===== src/logic/pdw_pkg.sv =====
package pdw_pkg;

  localparam logic [1:0] ADDR_PDC  = 2'h0;
  localparam logic [1:0] ADDR_CLK  = 2'h1;
  localparam logic [1:0] ADDR_STAT = 2'h2;
  localparam logic [1:0] ADDR_WAKE = 2'h3;

  localparam int PDC_SYSOSC_BIT = 7;
  localparam int PDC_LCD_BIT    = 0;
  localparam int CLK_SUB_BIT    = 0;
  localparam int CLK_LXT_BIT    = 1;
  localparam int CLK_REG_BIT    = 2;
  localparam int CLK_LVR_BIT    = 3;
  localparam int CLK_LOW_RC_OSC_BIT   = 4;
  localparam int STAT_PDF_BIT   = 0;
  localparam int STAT_TO_BIT    = 1;
  localparam int STAT_DOWN_BIT  = 2;
  localparam int STAT_WAIT_BIT  = 3;

  localparam logic [7:0] PDC_RST  = 8'h00;
  localparam logic [7:0] CLK_RST  = 8'h1D;
  localparam logic [7:0] WAKE_RST = 8'h00;

  localparam int          SST_W     = 11;
  localparam logic [10:0] SST_LONG  = 11'h400;
  localparam logic [10:0] SST_SHORT = 11'h002;

  typedef enum logic [1:0] {
    SRC_CRYSTAL,
    SRC_EXT_RC,
    SRC_INT_FAST_RC
  } pdw_src_t;

  typedef enum logic [1:0] {
    ST_RUN,
    ST_DOWN,
    ST_WAIT,
    ST_INT_GAP
  } pdw_state_t;

endpackage


===== src/logic/pdw_wake_if.sv =====
`timescale 1ns/1ps
interface pdw_wake_if;
  logic       capture;
  logic [7:0] vec;
  logic [7:0] mask;
  logic [7:0] hit;

  modport ctrl (
    output capture,
    output vec,
    output mask,
    input  hit
  );
  modport det (
    input  capture,
    input  vec,
    input  mask,
    output hit
  );
endinterface

===== src/logic/pdw_power_ctrl.sv =====
// Implementation choices: the register addresses and the strobed register port.
`timescale 1ns/1ps
// What this block does
// - A halt pulse moves the block from normal to power down; else oscillators run.
// - In power down the system oscillator runs only if its keep-on bit is set.
// - Sub clock runs in power down only if its keep-on bit; LCD needs it too.
// - LCD keep-on clear: LCD follows the strap option; set: on while sub clock runs.
// - Power down freezes state: CPU and I/O pins are told to hold.
// - Entering power down clears the watchdog if it counts a low-speed clock.
// - Halt sets the power-down flag and clears the watchdog-expiry flag.
// - Power-on reset and the watchdog clear instruction clear the power-down flag.
// - Wake on reset pin, new interrupt, enabled port A change or watchdog overflow.
// - Pin reset fully resets; watchdog overflow sets expiry flag, warm-resets PC and SP in power down, fully resets while running.
// - Port A wake is per pin; afterwards execution continues after the halt.
// - Interrupt wake resumes next instruction if disabled or stack full, else serves it.
// - Interrupt flags already set at halt cannot wake the device.
// - Start-up wait is 1024 or 2 clocks by source, start option and keep-on bit.
// - Next instruction starts right after the wait; interrupt entry one cycle later.
// - Enabling low-voltage reset forces the low-speed RC oscillator on.
// - Clearing the regulator bit turns off low-speed RC and low-voltage reset.
// - Unimplemented bits of the power-down control register read as zero.
// - After power-on the CPU is released from a zero program counter.
// - Reset pin low resets the running device; release lets execution restart.
// - Low supply report gives a full reset like the reset pin while low-voltage reset is enabled, except in power down.
module pdw_power_ctrl (
  input  wire logic              i_clk,
  input  wire logic              i_nrst,
  input  wire logic [1:0]        i_addr,
  input  wire logic [7:0]        i_wdata,
  input  wire logic              i_wr,
  input  wire logic              i_rd,
  output logic      [7:0]        o_rdata,
  input  wire logic              i_halt,
  input  wire logic              i_wdt_clr_instr,
  input  wire logic              i_wdt_ovf,
  input  wire logic              i_wdt_src_low,
  input  wire logic              i_ext_rst_pin_n,
  input  wire logic              i_lvd_low,
  input  wire logic [7:0]        i_int_req,
  input  wire logic [7:0]        i_int_en,
  input  wire logic              i_stack_full,
  input  wire logic [7:0]        i_porta,
  input  wire pdw_pkg::pdw_src_t i_clk_src,
  input  wire logic              i_sst_opt,
  input  wire logic              i_lcd_opt_on,
  output logic                   o_cpu_stall,
  output logic                   o_io_hold,
  output logic                   o_sys_rst,
  output logic                   o_warm_rst,
  output logic                   o_wdt_clear,
  output logic                   o_resume,
  output logic                   o_int_go,
  output logic                   o_sysosc_en,
  output logic                   o_subclk_en,
  output logic                   o_lcd_en,
  output logic                   o_lowxtal_en,
  output logic                   o_low_rc_osc_en,
  output logic                   o_lvr_en
);
  import pdw_pkg::*;

  pdw_state_t state_ff;
  pdw_state_t nxt_state;

  logic [7:0] pdc_ff;
  logic [7:0] clk_ff;
  logic [7:0] wake_en_ff;
  logic       pdf_ff;
  logic       to_ff;
  logic       int_path_ff;
  logic [7:0] rdata_ff;
  logic       stall_ff;
  logic       hold_ff;
  logic       sys_rst_ff;
  logic       warm_ff;
  logic       wclr_ff;
  logic       resume_ff;
  logic       int_go_ff;
  logic       sysosc_ff;
  logic       sub_ff;
  logic       lcd_ff;
  logic       lxt_ff;
  logic       low_rc_osc_ff;
  logic       lvr_ff;

  logic             halt_go;
  logic             pin_rst;
  logic             lvd_rst;
  logic             hard_rst;
  logic             pa_wake;
  logic             irq_wake;
  logic             irq_serve;
  logic             ovf_wake;
  logic             any_wake;
  logic [SST_W-1:0] sst_n;
  logic             sst_done;
  logic             down;

  pdw_wake_if pa_bus ();
  pdw_wake_if irq_bus ();

  assign halt_go = (state_ff == ST_RUN) && i_halt;
  assign down    = (state_ff == ST_DOWN);

  // Low-voltage reset is off in power down and without the regulator.
  assign pin_rst  = !i_ext_rst_pin_n;
  assign lvd_rst  = i_lvd_low && lvr_ff;
  assign hard_rst = pin_rst || lvd_rst;

  // Both detectors snapshot their inputs on the halt cycle.
  assign pa_bus.capture  = halt_go;
  assign pa_bus.vec      = i_porta;
  assign pa_bus.mask     = wake_en_ff;
  assign irq_bus.capture = halt_go;
  assign irq_bus.vec     = i_int_req;
  assign irq_bus.mask    = 8'hFF;

  pdw_wake_det #(
    .EDGE_ANY (1'b1)
  ) u_pa_det (
    .i_clk  (i_clk),
    .i_nrst (i_nrst),
    .bus    (pa_bus.det)
  );

  // Only flags that rise after the snapshot count.
  pdw_wake_det #(
    .EDGE_ANY (1'b0)
  ) u_irq_det (
    .i_clk  (i_clk),
    .i_nrst (i_nrst),
    .bus    (irq_bus.det)
  );

  assign pa_wake   = down && (pa_bus.hit != 8'h00);
  assign irq_wake  = down && (irq_bus.hit != 8'h00);
  assign ovf_wake  = down && i_wdt_ovf;
  assign any_wake  = pa_wake || irq_wake || ovf_wake;
  assign irq_serve = irq_wake && ((irq_bus.hit & i_int_en) != 8'h00)
                     && !i_stack_full;

  always_comb begin
    sst_n = SST_SHORT;
    unique case (i_clk_src)
      SRC_CRYSTAL: begin
        if (!pdc_ff[PDC_SYSOSC_BIT]) begin
          sst_n = SST_LONG;
        end
      end
      SRC_EXT_RC, SRC_INT_FAST_RC: begin
        if (!pdc_ff[PDC_SYSOSC_BIT] && !i_sst_opt) begin
          sst_n = SST_LONG;
        end
      end
      default: begin
        sst_n = SST_SHORT;
      end
    endcase
  end

  pdw_sst_timer u_sst (
    .i_clk   (i_clk),
    .i_nrst  (i_nrst),
    .i_load  (any_wake && !hard_rst),
    .i_count (sst_n),
    .o_busy  (),
    .o_done  (sst_done)
  );

  always_comb begin
    nxt_state = state_ff;
    unique case (state_ff)
      ST_RUN: begin
        if (halt_go) begin
          nxt_state = ST_DOWN;
        end
      end
      ST_DOWN: begin
        if (any_wake) begin
          nxt_state = ST_WAIT;
        end
      end
      ST_WAIT: begin
        if (sst_done) begin
          nxt_state = int_path_ff ? ST_INT_GAP : ST_RUN;
        end
      end
      ST_INT_GAP: begin
        nxt_state = ST_RUN;
      end
    endcase
    if (hard_rst) begin
      nxt_state = ST_RUN;
    end
  end

  always_ff @(posedge i_clk or negedge i_nrst) begin
    if (!i_nrst) begin
      state_ff <= ST_RUN;
    end else begin
      state_ff <= nxt_state;
    end
  end

  always_ff @(posedge i_clk or negedge i_nrst) begin
    if (!i_nrst) begin
      int_path_ff <= 1'b0;
    end else if (any_wake) begin
      int_path_ff <= irq_serve && !ovf_wake;
    end
  end

  // Halt is the set and wins over a same-cycle clear.
  always_ff @(posedge i_clk or negedge i_nrst) begin
    if (!i_nrst) begin
      pdf_ff <= 1'b0;
    end else if (halt_go) begin
      pdf_ff <= 1'b1;
    end else if (i_wdt_clr_instr) begin
      pdf_ff <= 1'b0;
    end
  end

  always_ff @(posedge i_clk or negedge i_nrst) begin
    if (!i_nrst) begin
      to_ff <= 1'b0;
    end else if (i_wdt_ovf) begin
      to_ff <= 1'b1;
    end else if (halt_go || (pin_rst && down)) begin
      to_ff <= 1'b0;
    end
  end

  always_ff @(posedge i_clk or negedge i_nrst) begin
    if (!i_nrst) begin
      pdc_ff     <= PDC_RST;
      clk_ff     <= CLK_RST;
      wake_en_ff <= WAKE_RST;
    end else if (hard_rst) begin
      pdc_ff     <= PDC_RST;
      clk_ff     <= CLK_RST;
      wake_en_ff <= WAKE_RST;
    end else if (i_wr) begin
      unique case (i_addr)
        ADDR_PDC: begin
          pdc_ff[PDC_SYSOSC_BIT] <= i_wdata[PDC_SYSOSC_BIT];
          pdc_ff[PDC_LCD_BIT]    <= i_wdata[PDC_LCD_BIT];
        end
        ADDR_CLK: begin
          clk_ff <= {3'h0, i_wdata[4:0]};
        end
        ADDR_WAKE: begin
          wake_en_ff <= i_wdata;
        end
        default: begin
        end
      endcase
    end
  end

  always_ff @(posedge i_clk or negedge i_nrst) begin
    if (!i_nrst) begin
      rdata_ff <= 8'h00;
    end else if (i_rd) begin
      unique case (i_addr)
        ADDR_PDC: begin
          rdata_ff <= pdc_ff & 8'h81;
        end
        ADDR_CLK: begin
          rdata_ff <= clk_ff;
        end
        ADDR_STAT: begin
          rdata_ff <= {4'h0, (state_ff == ST_WAIT), down, to_ff, pdf_ff};
        end
        ADDR_WAKE: begin
          rdata_ff <= wake_en_ff;
        end
      endcase
    end else begin
      rdata_ff <= 8'h00;
    end
  end

  // Stall covers power down, the start-up wait and the interrupt gap.
  always_ff @(posedge i_clk or negedge i_nrst) begin
    if (!i_nrst) begin
      stall_ff <= 1'b1;
      hold_ff  <= 1'b0;
    end else begin
      stall_ff <= (nxt_state != ST_RUN) || hard_rst;
      hold_ff  <= (nxt_state == ST_DOWN);
    end
  end

  always_ff @(posedge i_clk or negedge i_nrst) begin
    if (!i_nrst) begin
      sys_rst_ff <= 1'b1;
      warm_ff    <= 1'b0;
      wclr_ff    <= 1'b0;
      resume_ff  <= 1'b0;
      int_go_ff  <= 1'b0;
    end else begin
      sys_rst_ff <= hard_rst || (i_wdt_ovf && !down);
      warm_ff    <= ovf_wake && !hard_rst;
      wclr_ff    <= halt_go && i_wdt_src_low;
      resume_ff  <= (state_ff == ST_WAIT) && sst_done && !int_path_ff && !hard_rst;
      int_go_ff  <= (state_ff == ST_INT_GAP) && !hard_rst;
    end
  end

  always_ff @(posedge i_clk or negedge i_nrst) begin
    if (!i_nrst) begin
      sysosc_ff <= 1'b1;
      sub_ff    <= 1'b1;
      lcd_ff    <= 1'b1;
      lxt_ff    <= 1'b1;
    end else if (nxt_state == ST_DOWN) begin
      sysosc_ff <= pdc_ff[PDC_SYSOSC_BIT];
      sub_ff    <= clk_ff[CLK_SUB_BIT];
      lcd_ff    <= clk_ff[CLK_SUB_BIT]
                   && (pdc_ff[PDC_LCD_BIT] || i_lcd_opt_on);
      lxt_ff    <= clk_ff[CLK_LXT_BIT];
    end else begin
      sysosc_ff <= 1'b1;
      sub_ff    <= 1'b1;
      lcd_ff    <= 1'b1;
      lxt_ff    <= 1'b1;
    end
  end

  always_ff @(posedge i_clk or negedge i_nrst) begin
    if (!i_nrst) begin
      low_rc_osc_ff <= 1'b1;
      lvr_ff  <= 1'b1;
    end else begin
      lvr_ff  <= clk_ff[CLK_REG_BIT] && clk_ff[CLK_LVR_BIT]
                 && (nxt_state != ST_DOWN);
      low_rc_osc_ff <= clk_ff[CLK_REG_BIT]
                 && (clk_ff[CLK_LOW_RC_OSC_BIT] || clk_ff[CLK_LVR_BIT]);
    end
  end

  assign o_rdata         = rdata_ff;
  assign o_cpu_stall     = stall_ff;
  assign o_io_hold       = hold_ff;
  assign o_sys_rst       = sys_rst_ff;
  assign o_warm_rst      = warm_ff;
  assign o_wdt_clear     = wclr_ff;
  assign o_resume        = resume_ff;
  assign o_int_go        = int_go_ff;
  assign o_sysosc_en     = sysosc_ff;
  assign o_subclk_en     = sub_ff;
  assign o_lcd_en        = lcd_ff;
  assign o_lowxtal_en    = lxt_ff;
  assign o_low_rc_osc_en = low_rc_osc_ff;
  assign o_lvr_en        = lvr_ff;
endmodule


===== src/logic/pdw_sst_timer.sv =====
`timescale 1ns/1ps
// Counts a loaded number of clocks and pulses done on the last one.
module pdw_sst_timer (
  input  wire logic                    i_clk,
  input  wire logic                    i_nrst,
  input  wire logic                    i_load,
  input  wire logic [pdw_pkg::SST_W-1:0] i_count,
  output logic                         o_busy,
  output logic                         o_done
);
  import pdw_pkg::*;

  logic [SST_W-1:0] cnt_ff;
  logic             busy_ff;
  logic             done_ff;

  always_ff @(posedge i_clk or negedge i_nrst) begin
    if (!i_nrst) begin
      cnt_ff  <= '0;
      busy_ff <= 1'b0;
      done_ff <= 1'b0;
    end else begin
      done_ff <= 1'b0;
      if (i_load) begin
        cnt_ff  <= i_count - 11'h001;
        busy_ff <= 1'b1;
      end else if (busy_ff) begin
        if (cnt_ff == '0) begin
          busy_ff <= 1'b0;
          done_ff <= 1'b1;
        end else begin
          cnt_ff <= cnt_ff - 11'h001;
        end
      end
    end
  end

  assign o_busy = busy_ff;
  assign o_done = done_ff;
endmodule


===== src/logic/pdw_wake_det.sv =====
`timescale 1ns/1ps
// Snapshots a vector when power down is entered and flags enabled bits that
// later change (EDGE_ANY) or newly rise (EDGE_ANY = 0).
module pdw_wake_det #(
  parameter bit EDGE_ANY = 1'b1
) (
  input  wire logic i_clk,
  input  wire logic i_nrst,
  pdw_wake_if.det   bus
);
  logic [7:0] snap_ff;
  logic [7:0] hit_ff;
  logic [7:0] nxt_hit;

  always_ff @(posedge i_clk or negedge i_nrst) begin
    if (!i_nrst) begin
      snap_ff <= 8'h00;
    end else if (bus.capture) begin
      snap_ff <= bus.vec;
    end
  end

  always_comb begin
    if (EDGE_ANY) begin
      nxt_hit = (bus.vec ^ snap_ff) & bus.mask;
    end else begin
      nxt_hit = bus.vec & ~snap_ff & bus.mask;
    end
  end

  always_ff @(posedge i_clk or negedge i_nrst) begin
    if (!i_nrst) begin
      hit_ff <= 8'h00;
    end else begin
      hit_ff <= bus.capture ? 8'h00 : nxt_hit;
    end
  end

  assign bus.hit = hit_ff;
endmodule


===== config.mk =====
export PLATFORM = sky130hd
export DESIGN_NAME = pdw_power_ctrl
export DESIGN_NICKNAME = d
export VERILOG_FILES = /design/src/logic/pdw_pkg.sv /design/src/logic/pdw_wake_if.sv /design/src/logic/pdw_power_ctrl.sv /design/src/logic/pdw_sst_timer.sv /design/src/logic/pdw_wake_det.sv
export SDC_FILE = /design/constraint.sdc
export NUM_CORES = 1
export LEC_CHECK = 0
export ABC_AREA = 1
export BUFFER_PORTS_ARGS = -buffer_cell sky130_fd_sc_hd__buf_2
export CORE_AREA = 2 2 66 131
export DETAILED_ROUTE_END_ITERATION = 10
export DIE_AREA = 0 0 68 133
export PLACE_DENSITY = 0.76
export SYNTH_ARGS = -nofsm -noshare
export SYNTH_HDL_FRONTEND = slang
export SYNTH_SLANG_ARGS = --single-unit

===== constraint.sdc =====
create_clock -name i_clk -period 2.4 [get_ports i_clk]
set_clock_uncertainty 0.1 [all_clocks]
set_input_delay 0.24 -clock i_clk [delete_from_list [all_inputs] [get_ports i_clk]]
set_output_delay 0.24 -clock i_clk [all_outputs]
set_load 0.1 [all_outputs]

==> summary.md <==
| Metric | Value |
|---|---|
| Status | finished clean |
| Hold Startpoint | i_porta[1] |
| CP Capture Type | register |
| Cell variety after synth | 39 |
| Sequential area share after synthesis | about 58% |
| Core Box Area | 0.008115 mm² |
| IO Pins | 70 |
| Post CTS Setup Buffer Count | 0 |
| Fin crit share | 90.60% |
| Reg clk slew, reported paths | roughly 0.060 ns |
| DR DRC count | 0 |
| Syn-to-layout area delta | 21.71% |
| Slew Limit Fails | 0 |
| Setup_tns | 0 ns |
| Fmax | 459.9 MHz |
| Area of the mapped netlist | 0.003764 mm² |
| Final antenna-violating net count | 0 |
| Cells after Synth | around 410 |
| Antenna diodes | 0 |
| Die height | 133 µm |
| Number of synthesized register bits | 86 |
| Worst-Margin Slew | ~0.72 ns |
| RSZ-0062 raised after global routing | false |
| Post-DP HPWL | 5.902 mm |
| Crit path max fanout | 5 |
| Final hold vios | 0 |
| Vias in the first global route | 3039 |
| H-tree Lvls | 3 |
| Die area | 0.009044 mm² |
| Syn Nets | 460 |
| Global route overflow | 0 |
| Wire per inst | 13.79 µm |
| Cell Pwr Density | ~1300 mW/mm² |
| Min-delay worst type | primary input to register |
| Critical path launch point type | register |
| Pre-Repair DR Iteration Count | 5 |
| GP Congestion | 0.8772 |
| Slew headroom | between 50 and 60% |
| Power Total | 5.737 mW |
| Initial Util | 46.38% |
| FP Rows | 47 |
| VDD IR-drop max | 767.0 µV |
| Avg Cell Area, Syn | 9.225 µm² |
| Final Setup Violations | 0 |
| Root buffer cell | clkbuf_16 |
| Total number of vias | 3007 |
| Period minus WS final | 2.174 ns |
| CTS buffer count | 9 |
| Initial antenna violation count | 0 |
| First-pass GRT wire length | 13.71 mm |
| NumNets Final | 542 |
| Flop-to-flop setup slack | 0.23 ns |
| Sink Count | 86 |
| Die width | 68 µm |
| Worst EP required | 2.53 ns |
| Number of warnings issued by yosys | 0 |
| DRT iter0 DRCs | 286 |
| CTS tree | yes |
| GRT Util Overall | 20.35% |
| Leakage | 2.353 nW |
| DRT Wirelength | 8.176 mm |
| Port Buffers | 69 |
| Crit path arrival time | 2.30 ns |
| Layout cells sized above 1 | 24.85% |
| Clk_lat worst skew | 0.34 ns |
| Core Util, Final | 56.44% |
| Crit path from | u_irq_det.bus.hit[2] |
| Via density | 5.071 |
| FF-to-FF Start | u_irq_det.bus.hit[2] |
| CTS max path bufs | 2 |
| Largest net degree at the start of global routing | between 40 and 50 |
| CP Class | register to register |
| Max-cap violations | 0 |
-- flip-flops by register name, indices dropped and copies added (netlist names), 5 cells and up --
signal and count:
clk_ff 5, o_rdata 8, pa_bus.mask 8, u_irq_det.bus.hit 8, u_irq_det.snap_ff 8, u_pa_det.bus.hit 8
u_pa_det.snap_ff 8, u_sst.cnt_ff 11
-- what timing repair did --
item,in CTS,in global routing
setup endpoints to repair,0,1
resized for setup,0,1
hold endpoints to repair,37,0
hold buffers,4,0
-- path summary, 6_finish.rpt --
path	endpoint	cells past startpoint
min reg2reg	u_irq_det.bus.hit[0]	1
max	u_sst.cnt_ff[8]	12
min	u_pa_det.bus.hit[1]	2
max reg2reg	u_sst.cnt_ff[8]	12
max in group asynchronous	o_cpu_stall	3
min in group asynchronous	u_irq_det.bus.hit[2]	2
-- layout by cell type (no fill, tap or decap), drive strengths merged --
cell type / count
a211oi: 8
a21boi: 1
a21oi: 8
a221oi: 2
a22o: 1
a41oi: 1
buf: 76
bufinv: 1
clkbuf: 13
clkinv: 1
clkinvlp: 1
dfrtp: 74
dfstp: 12
dlygate4sd3: 4
ha: 3
inv: 53
mux2: 3
nand2: 105
nand3: 14
nand3b: 2
nand4: 6
nor2: 31
nor3: 16
nor3b: 1
o21ai: 46
o21bai: 1
o22ai: 3
o311ai: 1
o31ai: 2
o41ai: 1
or2: 1
xor2: 3
-- cell type report --
| type | instances | area, µm² |
|---|---|---|
| inverter | 53 | 198.9 |
| fill | 734 | 3535 |
| multi-input combinational | 260 | 1345 |
| timing repair buffer | 80 | 444.2 |
| sequential | 86 | 2167 |
| clock inverter | 3 | 42.54 |
| tap | 98 | 122.6 |
| clock buffer | 13 | 260.3 |
-- power by group --
group          total (mW)  switching, mW  leakage [nW]  internal [mW]
clock                1.39          0.532         0.146          0.862
sequential           2.22          0.280          1.08           1.94
combinational        2.13           1.53          1.13          0.597
total                5.74           2.34          2.35           3.39
-- synthesized netlist by cell type (all sizes together) --
cell type  count  area share (%)
dfrtp         74              49
o41ai          1            0.23
nand3         14             2.0
o311ai         1            0.23
nor2          31             3.8
o21bai         1            0.30
a41oi          1            0.23
ha             3             1.0
nand3b         2            0.40
o22ai          3            0.50
o21ai         46             6.3
inv           53             5.3
o31ai          2            0.90
a211oi         8             1.6
dfstp         12             8.4
mux2           3            0.90
a221oi         2            0.47
or2            1            0.17
nand4          6             1.0
nor3b          1            0.20
nand2        105              11
clkbuf         6            0.60
a21oi          8             1.1
nor3          16             2.1
buf            3            0.80
a22o           1            0.23
a21boi         1            0.20
xor2           3            0.70
-- per-stage QoR --
step | instances | worst slack (ns) | instance area (µm²) | hold slack (ns)
final | 593 | 0.2256 | 4581 | 0.01210
after global routing | 593 | 0.02836 | 4581 | 0.01571
after CTS | 593 | 0.1814 | 4577 | 0.0009510
after detailed placement | 573 | 0.2308 | 4234 | 0.1456
after global placement | 573 | 0.2989 | 4234 | 0.1450
after floorplan | 408 | 0.09514 | 3764 | -0.1556
-- metal layers --
layer  track usage [%]  share of wire (%)  up-vias
met2             33.17                 50      113
li1                  -                  -     1489
met1             25.33                 42     1393
met5                 0                  0        -
met4             9.667                2.2        0
met3             3.656                6.0       12
-- logic make-up (layout without fill, tap and decap cells) --
| group | count (synthesis) | count (layout) | share of synthesized area (%) |
|---|---|---|---|
| compound gates | 75 | 75 | 12.27 |
| xor+xnor | 3 | 3 | 0.6983 |
| fa+ha+maj | 3 | 3 | 0.9974 |
| buf+inv | 62 | 149 | 6.682 |
| flops | 86 | 86 | 57.58 |
| mux | 3 | 3 | 0.8975 |
| simple gates | 176 | 176 | 20.88 |
-- worst max-delay path, cell delays in order, from the launching register on --
cell	delay, ns
dfrtp_1	0.38
nor2_1	0.13
nand2_1	0.08
o21ai_2	0.17
nand3_2	0.16
nand2_2	0.12
inv_1	0.07
nand2_1	0.08
a21boi_0	0.19
ha_1	0.26
nand4_1	0.15
o21ai_1	0.14
nand2_1	0.05
No activity file was read; power rests on OpenSTA's default activity.
